`src/regxfer_defs.svh`:
```
// opcodes, field positions, reset values and cycle counts for the transfer executor
`ifndef REGXFER_DEFS_SVH
`define REGXFER_DEFS_SVH
// instruction word layout
`define RX_WORD_W 10
`define RX_IMM_MSB 3
`define RX_HI_LSB 4
// upper six bits of the exchange-and-increment opcode
`define RX_OPC_XCHG_HI 6'h2e
// full ten-bit opcodes of the register transfers
`define RX_OPC_B_TO_A 10'h01e
`define RX_OPC_A_TO_B 10'h00e
`define RX_OPC_Y_TO_A 10'h01f
`define RX_OPC_A_TO_Y 10'h00c
`define RX_OPC_PACK 10'h01a
`define RX_OPC_UNPACK 10'h02a
`define RX_OPC_A_TO_DIR 10'h029
`define RX_OPC_DIR_TO_A 10'h051
// reset values
`define RX_RST_NIBBLE 4'h0
`define RX_RST_WIDE 8'h00
`define RX_RST_DIR 3'h0
// every instruction of the group takes one word and one cycle
`define RX_EXEC_WORDS 1
`define RX_EXEC_CYCLES 1
`endif

```
`src/regxfer_pkg.sv`:
```
// types shared by the transfer executor and its decoder
`default_nettype none
package regxfer_pkg;
  typedef enum logic [9:0] {
    OP_NONE      = 10'h001,
    OP_XCHG_INC  = 10'h002,
    OP_B_TO_A    = 10'h004,
    OP_A_TO_B    = 10'h008,
    OP_Y_TO_A    = 10'h010,
    OP_A_TO_Y    = 10'h020,
    OP_PACK      = 10'h040,
    OP_UNPACK    = 10'h080,
    OP_A_TO_DIR  = 10'h100,
    OP_DIR_TO_A  = 10'h200
  } op_t;

  typedef struct packed {
    logic [3:0] a;
    logic [3:0] b;
    logic [3:0] x;
    logic [3:0] y;
    logic [7:0] e;
    logic [2:0] dir;
  } regs_t;

  typedef struct packed {
    logic we;
    logic [3:0] addr_x;
    logic [3:0] addr_y;
    logic [3:0] data;
  } ram_wr_t;

  typedef struct packed {
    regs_t regs;
    ram_wr_t wr;
    logic skip;
    logic done;
  } state_t;
endpackage
`default_nettype wire

```
`src/xfer_decode.sv`:
```
// opcode decoder for the transfer group
`timescale 1ns/10ps
`default_nettype none
`include "regxfer_defs.svh"
module xfer_decode (
  // instruction word
  input wire logic [9:0] instr,
  // decoded operation and immediate
  output var regxfer_pkg::op_t op,
  output logic [3:0] imm
);
  import regxfer_pkg::*;

  always_comb begin
    imm = instr[`RX_IMM_MSB:0];
    op = OP_NONE;
    if (instr[9:`RX_HI_LSB] == `RX_OPC_XCHG_HI) begin
      op = OP_XCHG_INC; // RULE4
    end else begin
      unique case (instr)
        `RX_OPC_B_TO_A: op = OP_B_TO_A;
        `RX_OPC_A_TO_B: op = OP_A_TO_B;
        `RX_OPC_Y_TO_A: op = OP_Y_TO_A;
        `RX_OPC_A_TO_Y: op = OP_A_TO_Y;
        `RX_OPC_PACK: op = OP_PACK;
        `RX_OPC_UNPACK: op = OP_UNPACK;
        `RX_OPC_A_TO_DIR: op = OP_A_TO_DIR;
        `RX_OPC_DIR_TO_A: op = OP_DIR_TO_A;
        // words of other groups are executed elsewhere
        default: op = OP_NONE;
      endcase
    end
  end
endmodule
`default_nettype wire

```
`src/register_transfer_exec.sv`:
```
// execution of the exchange-and-increment instruction and register transfers
// Function
// RULE1: exchange swaps accumulator with the RAM nibble at the data pointer.
// RULE2: exchange replaces pointer X with X xor the four-bit immediate.
// RULE3: exchange increments Y modulo sixteen; zero result skips the next instruction.
// RULE4: exchange opcode is upper bits 101110, immediate low; one word, one cycle.
// RULE5: simple transfers copy B to A, A to B, Y to A, A to Y.
// RULE6: pack loads wide register high nibble from B, low nibble from A.
// RULE7: unpack copies wide high nibble to B, low to A; wide unchanged.
// RULE8: accumulator-to-direction writes A low three bits; A msb ignored.
// RULE9: direction-to-accumulator puts direction in A low bits, msb cleared.
// RULE10: transfers take one cycle, one word, never touch carry, never skip.
// RULE11: skipped word is fetched but all its side effects are suppressed.
`timescale 1ns/10ps
`default_nettype none
`include "regxfer_defs.svh"
module register_transfer_exec (
  // clock and reset
  input wire logic REF_CLK,
  input wire logic RESET_N,
  input wire logic CLK_EN,
  // instruction from the sequencer
  input wire logic INSTR_VALID,
  input wire logic [9:0] INSTR,
  // data RAM read port, addressed by REGS.x and REGS.y
  input wire logic [3:0] RAM_RDATA,
  // register file and RAM write port
  output var regxfer_pkg::regs_t REGS,
  output var regxfer_pkg::ram_wr_t RAM_WR,
  // status toward the sequencer
  output logic SKIP_PENDING,
  output logic EXEC_DONE
);
  import regxfer_pkg::*;

  state_t s_r;
  state_t s_nxt;
  op_t op;
  logic [3:0] imm;
  logic [3:0] mem_rd;
  logic [3:0] y_inc;
  logic take;

  xfer_decode u_decode (
    .instr(INSTR),
    .op(op),
    .imm(imm)
  );

  // the RAM write lands one cycle late; forward it so a back-to-back
  // exchange at the same address reads the nibble just written
  always_comb begin
    if (s_r.wr.we && s_r.wr.addr_x == s_r.regs.x && s_r.wr.addr_y == s_r.regs.y) begin
      mem_rd = s_r.wr.data;
    end else begin
      mem_rd = RAM_RDATA;
    end
  end

  assign y_inc = s_r.regs.y + 4'h1;
  assign take = INSTR_VALID && !s_r.skip;

  always_comb begin
    s_nxt = s_r;
    s_nxt.done = INSTR_VALID;
    s_nxt.wr.we = 1'b0;
    if (INSTR_VALID && s_r.skip) begin
      // fetched as a no-operation cycle
      s_nxt.skip = 1'b0; // RULE11
    end else if (take) begin
      s_nxt.skip = 1'b0; // RULE10
      unique case (op)
        OP_XCHG_INC: begin
          s_nxt.regs.a = mem_rd; // RULE1
          s_nxt.wr.we = 1'b1; // RULE1
          s_nxt.wr.addr_x = s_r.regs.x;
          s_nxt.wr.addr_y = s_r.regs.y;
          s_nxt.wr.data = s_r.regs.a; // RULE1
          s_nxt.regs.x = s_r.regs.x ^ imm; // RULE2
          s_nxt.regs.y = y_inc; // RULE3
          s_nxt.skip = (y_inc == 4'h0); // RULE3
        end
        OP_B_TO_A: s_nxt.regs.a = s_r.regs.b; // RULE5
        OP_A_TO_B: s_nxt.regs.b = s_r.regs.a; // RULE5
        OP_Y_TO_A: s_nxt.regs.a = s_r.regs.y; // RULE5
        OP_A_TO_Y: s_nxt.regs.y = s_r.regs.a; // RULE5
        OP_PACK: s_nxt.regs.e = {s_r.regs.b, s_r.regs.a}; // RULE6
        OP_UNPACK: begin
          s_nxt.regs.b = s_r.regs.e[7:4]; // RULE7
          s_nxt.regs.a = s_r.regs.e[3:0]; // RULE7
        end
        OP_A_TO_DIR: s_nxt.regs.dir = s_r.regs.a[2:0]; // RULE8
        OP_DIR_TO_A: s_nxt.regs.a = {1'b0, s_r.regs.dir}; // RULE9
        // other groups: nothing changes here
        OP_NONE: s_nxt.regs = s_r.regs;
        default: s_nxt.regs = s_r.regs;
      endcase
    end
  end

  // no carry is held here, so no transfer can disturb it
  always_ff @(posedge REF_CLK or negedge RESET_N) begin
    if (!RESET_N) begin
      s_r.regs.a <= `RX_RST_NIBBLE;
      s_r.regs.b <= `RX_RST_NIBBLE;
      s_r.regs.x <= `RX_RST_NIBBLE;
      s_r.regs.y <= `RX_RST_NIBBLE;
      s_r.regs.e <= `RX_RST_WIDE;
      s_r.regs.dir <= `RX_RST_DIR;
      s_r.wr.we <= 1'b0;
      s_r.wr.addr_x <= `RX_RST_NIBBLE;
      s_r.wr.addr_y <= `RX_RST_NIBBLE;
      s_r.wr.data <= `RX_RST_NIBBLE;
      s_r.skip <= 1'b0;
      s_r.done <= 1'b0;
    end else if (CLK_EN) begin
      s_r <= s_nxt; // RULE10
    end
  end

  assign REGS = s_r.regs;
  assign RAM_WR = s_r.wr;
  assign SKIP_PENDING = s_r.skip;
  assign EXEC_DONE = s_r.done;

  // checks
  logic go;
  assign go = CLK_EN && take;

  property p_xchg_acc;
    @(posedge REF_CLK) disable iff (!RESET_N)
      go && op == OP_XCHG_INC |=> REGS.a == $past(mem_rd);
  endproperty
  a_xchg_acc: assert property (p_xchg_acc) else $error("exchange lost memory nibble"); // RULE1

  property p_xchg_mem;
    @(posedge REF_CLK) disable iff (!RESET_N)
      go && op == OP_XCHG_INC |=> RAM_WR.we && RAM_WR.data == $past(REGS.a)
        && RAM_WR.addr_x == $past(REGS.x) && RAM_WR.addr_y == $past(REGS.y);
  endproperty
  a_xchg_mem: assert property (p_xchg_mem) else $error("exchange wrote wrong nibble"); // RULE1

  property p_xor;
    @(posedge REF_CLK) disable iff (!RESET_N)
      go && op == OP_XCHG_INC |=> REGS.x == ($past(REGS.x) ^ $past(INSTR[3:0]));
  endproperty
  a_xor: assert property (p_xor) else $error("pointer X not xored"); // RULE2

  property p_inc_skip;
    @(posedge REF_CLK) disable iff (!RESET_N)
      go && op == OP_XCHG_INC |=> REGS.y == $past(REGS.y) + 4'h1
        && SKIP_PENDING == ($past(REGS.y) == 4'hf);
  endproperty
  a_inc_skip: assert property (p_inc_skip) else $error("Y increment or skip wrong"); // RULE3

  property p_skip_nop;
    @(posedge REF_CLK) disable iff (!RESET_N)
      CLK_EN && INSTR_VALID && SKIP_PENDING |=> $stable(REGS) && !RAM_WR.we && !SKIP_PENDING;
  endproperty
  a_skip_nop: assert property (p_skip_nop) else $error("skipped word had effect"); // RULE11

  property p_no_skip;
    @(posedge REF_CLK) disable iff (!RESET_N)
      go && op != OP_XCHG_INC |=> !SKIP_PENDING && !RAM_WR.we && EXEC_DONE;
  endproperty
  a_no_skip: assert property (p_no_skip) else $error("transfer caused skip or write"); // RULE10

  property p_copy;
    @(posedge REF_CLK) disable iff (!RESET_N)
      go && op == OP_A_TO_B ##1 CLK_EN && take && op == OP_B_TO_A
        |=> REGS.a == $past(REGS.a, 2) && REGS.b == $past(REGS.a, 2);
  endproperty
  a_copy: assert property (p_copy) else $error("A and B copies disagree"); // RULE5

  property p_pack;
    @(posedge REF_CLK) disable iff (!RESET_N)
      go && op == OP_PACK |=> REGS.e == {$past(REGS.b), $past(REGS.a)};
  endproperty
  a_pack: assert property (p_pack) else $error("pack wrong"); // RULE6

  property p_unpack;
    @(posedge REF_CLK) disable iff (!RESET_N)
      go && op == OP_UNPACK |=> $stable(REGS.e) && {REGS.b, REGS.a} == REGS.e;
  endproperty
  a_unpack: assert property (p_unpack) else $error("unpack wrong"); // RULE7

  property p_dir_in;
    @(posedge REF_CLK) disable iff (!RESET_N)
      go && op == OP_A_TO_DIR |=> REGS.dir == $past(REGS.a[2:0]);
  endproperty
  a_dir_in: assert property (p_dir_in) else $error("direction load wrong"); // RULE8

  property p_dir_out;
    @(posedge REF_CLK) disable iff (!RESET_N)
      go && op == OP_DIR_TO_A |=> REGS.a == {1'b0, $past(REGS.dir)};
  endproperty
  a_dir_out: assert property (p_dir_out) else $error("direction read wrong"); // RULE9

  property p_done;
    @(posedge REF_CLK) disable iff (!RESET_N)
      CLK_EN && INSTR_VALID |=> EXEC_DONE;
  endproperty
  a_done: assert property (p_done) else $error("taken word not reported"); // RULE10

  property p_idle;
    @(posedge REF_CLK) disable iff (!RESET_N)
      CLK_EN && !INSTR_VALID |=> !EXEC_DONE && !RAM_WR.we && $stable(REGS);
  endproperty
  a_idle: assert property (p_idle) else $error("idle cycle had effect"); // RULE10

  property p_other;
    @(posedge REF_CLK) disable iff (!RESET_N)
      go && op == OP_NONE |=> $stable(REGS) && !RAM_WR.we && !SKIP_PENDING;
  endproperty
  a_other: assert property (p_other) else $error("foreign word had effect"); // RULE4

  property p_xchg_keep;
    @(posedge REF_CLK) disable iff (!RESET_N)
      go && op == OP_XCHG_INC |=> $stable(REGS.b) && $stable(REGS.e) && $stable(REGS.dir);
  endproperty
  a_xchg_keep: assert property (p_xchg_keep) else $error("exchange touched other regs"); // RULE1

  // enable low must hold every output, pulses included
  property p_freeze;
    @(posedge REF_CLK) disable iff (!RESET_N)
      !CLK_EN |=> $stable(REGS) && $stable(RAM_WR)
        && $stable(SKIP_PENDING) && $stable(EXEC_DONE);
  endproperty
  a_freeze: assert property (p_freeze) else $error("state moved with enable low"); // RULE10
endmodule
`default_nettype wire

```
`config.mk`:
```
export PLATFORM = sky130hd
export DESIGN_NAME = register_transfer_exec
export DESIGN_NICKNAME = d
export VERILOG_FILES = /design/src/regxfer_pkg.sv /design/src/xfer_decode.sv /design/src/register_transfer_exec.sv
export VERILOG_INCLUDE_DIRS = /design/src /design/src/src
export SDC_FILE = /design/constraint.sdc
export NUM_CORES = 1
export LEC_CHECK = 0
export BUFFER_PORTS_ARGS = -buffer_cell sky130_fd_sc_hd__buf_2
export CAP_MARGIN = 10
export CORE_MARGIN = 5
export CORE_UTILIZATION = 56
export CTS_CLUSTER_DIAMETER = 40
export DETAILED_ROUTE_END_ITERATION = 6
export PLACE_DENSITY = 0.82
export SKIP_LAST_GASP = 1
export SYNTH_ARGS = -nofsm -noshare
export SYNTH_HDL_FRONTEND = slang
export SYNTH_SLANG_ARGS = --single-unit
```
`constraint.sdc`:
```
create_clock -name REF_CLK -period 4.88 [get_ports REF_CLK]
set_clock_uncertainty 0.05 [all_clocks]
set_input_delay 0.488 -clock REF_CLK [delete_from_list [all_inputs] [get_ports REF_CLK]]
set_output_delay 0.488 -clock REF_CLK [all_outputs]
set_load 0.005 [all_outputs]
```
==> results by stage <==
Critical path:
- In this run the critical register-to-register path is captured at REGS[25].
- The worst register-to-register path begins at SKIP_PENDING.
- The flop-to-flop setup slack is between 2 and 2.5 ns.
- The worst endpoint data arrival time is 2.61 ns.
- The worst setup path category is in -> reg.
- Data on the critical path is required at its endpoint by 4.97 ns.
- The sort of element at the end of the critical path is a flop.
- Walking the worst path, the cells encountered are buf_2, nor4_1, nand4_1, a41o_4, o32ai_1, o21ai_0.
- Counting cells, the worst reg-to-reg path comes to 5.
- The kind of start point of the critical path is an input port.
- The slowest stage of the critical path belongs to the cell nor4_1.
- The maximum cell stage delay along the critical path is 0.73 ns.
- The cell class contributing the biggest share of worst-path delay is simple AND/OR/NAND/NOR gates.
- Together, buffers and inverters on the worst path number 1.
- Along the worst path, the maximum fanout reaches 6.

Clocking:
- The clock latency of the later-clocked register in the worst-skew pair is around 0.29 ns.
- The clock tree synthesis step divided the H-tree into 2 levels.
- The number of sinks handled by clock tree synthesis is 42.
- After clock tree synthesis, the clock-pin slew on the worst setup and hold paths is around 0.08 ns.
- The buffers inserted during post-CTS setup optimization is 0.
- The total of hold buffers inserted after clock tree synthesis is 0.
- The number of gates resized after CTS was 0.
- TritonCTS built the clock tree.
- The root buffer cell chosen for the clock tree is clkbuf_8.
- The number of CTS-inserted buffers is 5.
- The clock passes through at most 2 buffers.

Floorplan:
- The site row count is 22.
- The die is 72.23 um tall.
- The boundary pin count is 60.
- The core box area is 3716 um^2.
- The initial core utilization is 0.5835.
- The overall die area is 5216 um^2.
- From left edge to right edge, the die measures between 70 and 80 um.

Synthesis:
- The post-synthesis net count is 234.
- The share of synthesized cell area in full adder, half adder and majority cells is 0.01154.
- Of the total synthesized cell area, the portion taken by AND, OR, NAND and NOR gates is 0.2164.
- Yosys printed 0 warnings.
- The post-synthesis cell area is 2168 um^2.
- The leading register cell type out of synthesis is dfrtp_1.
- The synthesized design contains 42 register bits.
- The top cell type by total area after synthesis is dfrtp_1.
- The instance count of the mapped netlist is between 200 and 250.
- The post-synthesis compound-gate area fraction is 0.09002.
- For this run, the register share of the synthesized area comes to 0.4847.
- By area the synthesized netlist is led by dfrtp_1 48%, nand2_1 9.2%, mux2_2 7.3%.
- The async set or reset register ratio after synthesis is 1.000.
- The portion of synthesized area spent on multiplexers is 0.1143.
- After synthesis, the netlist uses just over 40 different library cells.
- The post-synthesis share of cell area spent on xor and xnor gates is 0.06059.
- The share of Yosys cell area claimed by the top area cell type is 0.4847.
- The number of synthesized flops with an enable pin is 0.
- The dominant combinational cell family by area after synthesis is simple AND/OR/NAND/NOR gates.
- A synthesized cell averages 10.13 um^2.

STA:
- Headroom to the max-slew limit came out at 0.1467.
- The final critical-path setup slack is 2.362 ns.
- The number of failing hold endpoints at the final stage is 0.
- The setup total negative slack is 0 ns.
- For this run, the top clock speed supported by timing is roughly 400 MHz.
- The final number of max-transition violations is 0.
- The number of endpoints failing setup at the final stage is 0.
- The measured slew at the worst slew-check pin is 1.268 ns.
- Of the available clock period, the critical path in the final layout requires 0.5160.
- The clock period minus final worst setup slack is approximately 2.5 ns.
- Setup repair after global routing left no endpoint under its margin.

Power:
- The switching share of power is 0.2557.
- The clock share of power is 0.353.
- The total internal power is roughly 560 uW.
- The analysis attributes to cell leakage a power of 1.339 nW.
- For this design the total switching power over the nets is between 150 and 200 uW.
- The cell area power density is 291.2 nW/um^2.
- The sequential share of power is 0.524.
- The combinational fraction of design power is 0.123.
- The peak supply drop is 198.0 uV.

GRT:
- The number of antenna violations at the first check in global routing is 0.
- The aggregate global routing overflow is 0.
- The first global-routing pass estimated 8804 um of wire.
- In the global route stage, overall resource usage came out at 0.2149.
- Entering global routing, the biggest net connects 43 pins.
- The number of global-route vias before repair is 1815.

Placed design:
- At the end of routability-driven placement, the weighted congestion stood at between 0.8 and 0.9.
- The HPWL after detailed placement is 3730 um.
- Buffers placed on the I/O ports in this run total 59.
- The setup slack after placement is 2.102 ns.
- Including well taps, the total number of placed cells is about 310.

Final layout:
- The top cell types in the final layout, fill and taps aside, are 59 x buf_2, 53 x nand2_1, 42 x dfrtp_1.
- In the final design database the tool counted 293 nets.
- The total inserted antenna cells is 0.
- Compared with the post-synthesis result, the final layout area differs by 19.73%.
- Leaving out fill and tap cells, the most frequent cell in the layout is buf_2.
- The finished layout holds approximately 320 standard cells, fillers aside.
- The proportion of layout cells with a drive suffix above 1 is 0.3175.

Detailed routing:
- The routed design has 5178 um of wire.
- Before antenna repair, the detailed router went through 4 iterations.
- In the routed design, unresolved DRC markers number 0.
- The detail-routed via count per cell is 5.643.
- The via count is 1817.
- The count of antenna-violating nets left after detailed routing is 0.
- The number of violations reported at the end of detailed-routing iteration 0 is 115.
- The final routed wire length divided by cell count is 16.08 um.

Min path:
- The class of the tightest hold or removal check is in -> async.

Status:
- The run finished with clean final reports.

Job:
- Max-cap violations in this run came to 0.
==> worst register-to-register path: stages, from the launching register on <==
cell and delay (ns):
dfrtp_1 0.41, nand3b_1 0.29, or3_1 0.77, a41o_4 0.38, o32ai_1 0.34, o21ai_0 0.13
==> logic make-up (layout without fill, tap and decap cells) <==
logic type	Yosys count	after routing
AO/OA/AOI/OAI	24	24
XOR/XNOR	15	15
adder cells (fa/ha/maj)	2	2
buffers and inverters	11	71
flip-flops	42	42
multiplexers	23	23
AND/OR/NAND/NOR	97	97
==> registers in the layout (all words and copies together), names as in the netlist <==
signal and cells:
REGS 27, RAM_WR 13, EXEC_DONE 1, SKIP_PENDING 1
==> area by class of cell <==
| cell class | count | area (um^2) |
|---|---|---|
| tap | 48 | 60.06 |
| timing repair buffer | 59 | 295.3 |
| clock buffer | 7 | 76.32 |
| inverter | 4 | 15.01 |
| multi-input combinational | 161 | 1069 |
| sequential | 42 | 1051 |
| fill | 303 | 1120 |
| clock inverter | 1 | 30.03 |
==> power groups by stage <==
stage	registers, mW	logic (mW)	clock network (mW)
after global placement	0.402	0.0900	0
after floorplan	0.396	0.0461	0
after detailed placement	0.402	0.0926	0
after global routing	0.399	0.104	0.283
after CTS	0.395	0.0937	0.271
final	0.396	0.0929	0.267
==> synth_stat cells (all sizes together), types with 3 or more instances <==
cell / instances
clkbuf: 6
dfrtp: 42
inv: 4
mux2: 14
mux2i: 9
nand2: 53
nand2b: 3
nand3: 5
nand4: 4
nor2: 12
nor4: 4
o21ai: 7
o22ai: 5
xnor2: 12
xor2: 3
==> worst max-delay path by stage <==
stage / from / end / slack, ns / cells past startpoint
detailed placement: INSTR[6] / REGS[25] / 2.10 / 6
global route: SKIP_PENDING / REGS[25] / 2.21 / 5
finish: INSTR[6] / REGS[25] / 2.36 / 6
global placement: INSTR[0] / REGS[25] / 2.22 / 6
CTS: SKIP_PENDING / REGS[25] / 2.38 / 5
floorplan: INSTR[0] / REGS[23] / 2.48 / 6
==> per-stage QoR <==
stage                     instance area [um^2]  hold slack (ns)    util  power [mW]
final                                     2596           0.2768  0.6987      0.7561
after global routing                      2596           0.3562  0.6987      0.7862
after CTS                                 2596           0.3126  0.6987      0.7596
after detailed placement                  2490           0.4454  0.6700      0.4947
after global placement                    2490           0.4356  0.6700      0.4924
after floorplan                           2168           0.1424       -      0.4423
==> metal layers <==
layer  track usage  vias to the layer above  wire length [um]
li1              -                      865                 -
met1        0.3008                      868              2405
met2        0.3286                       70              2293
met3       0.04571                       14               370
met4       0.07933                        0               108
met5             0                        -                 0
Note: power is estimated with default switching activity, not from simulation.
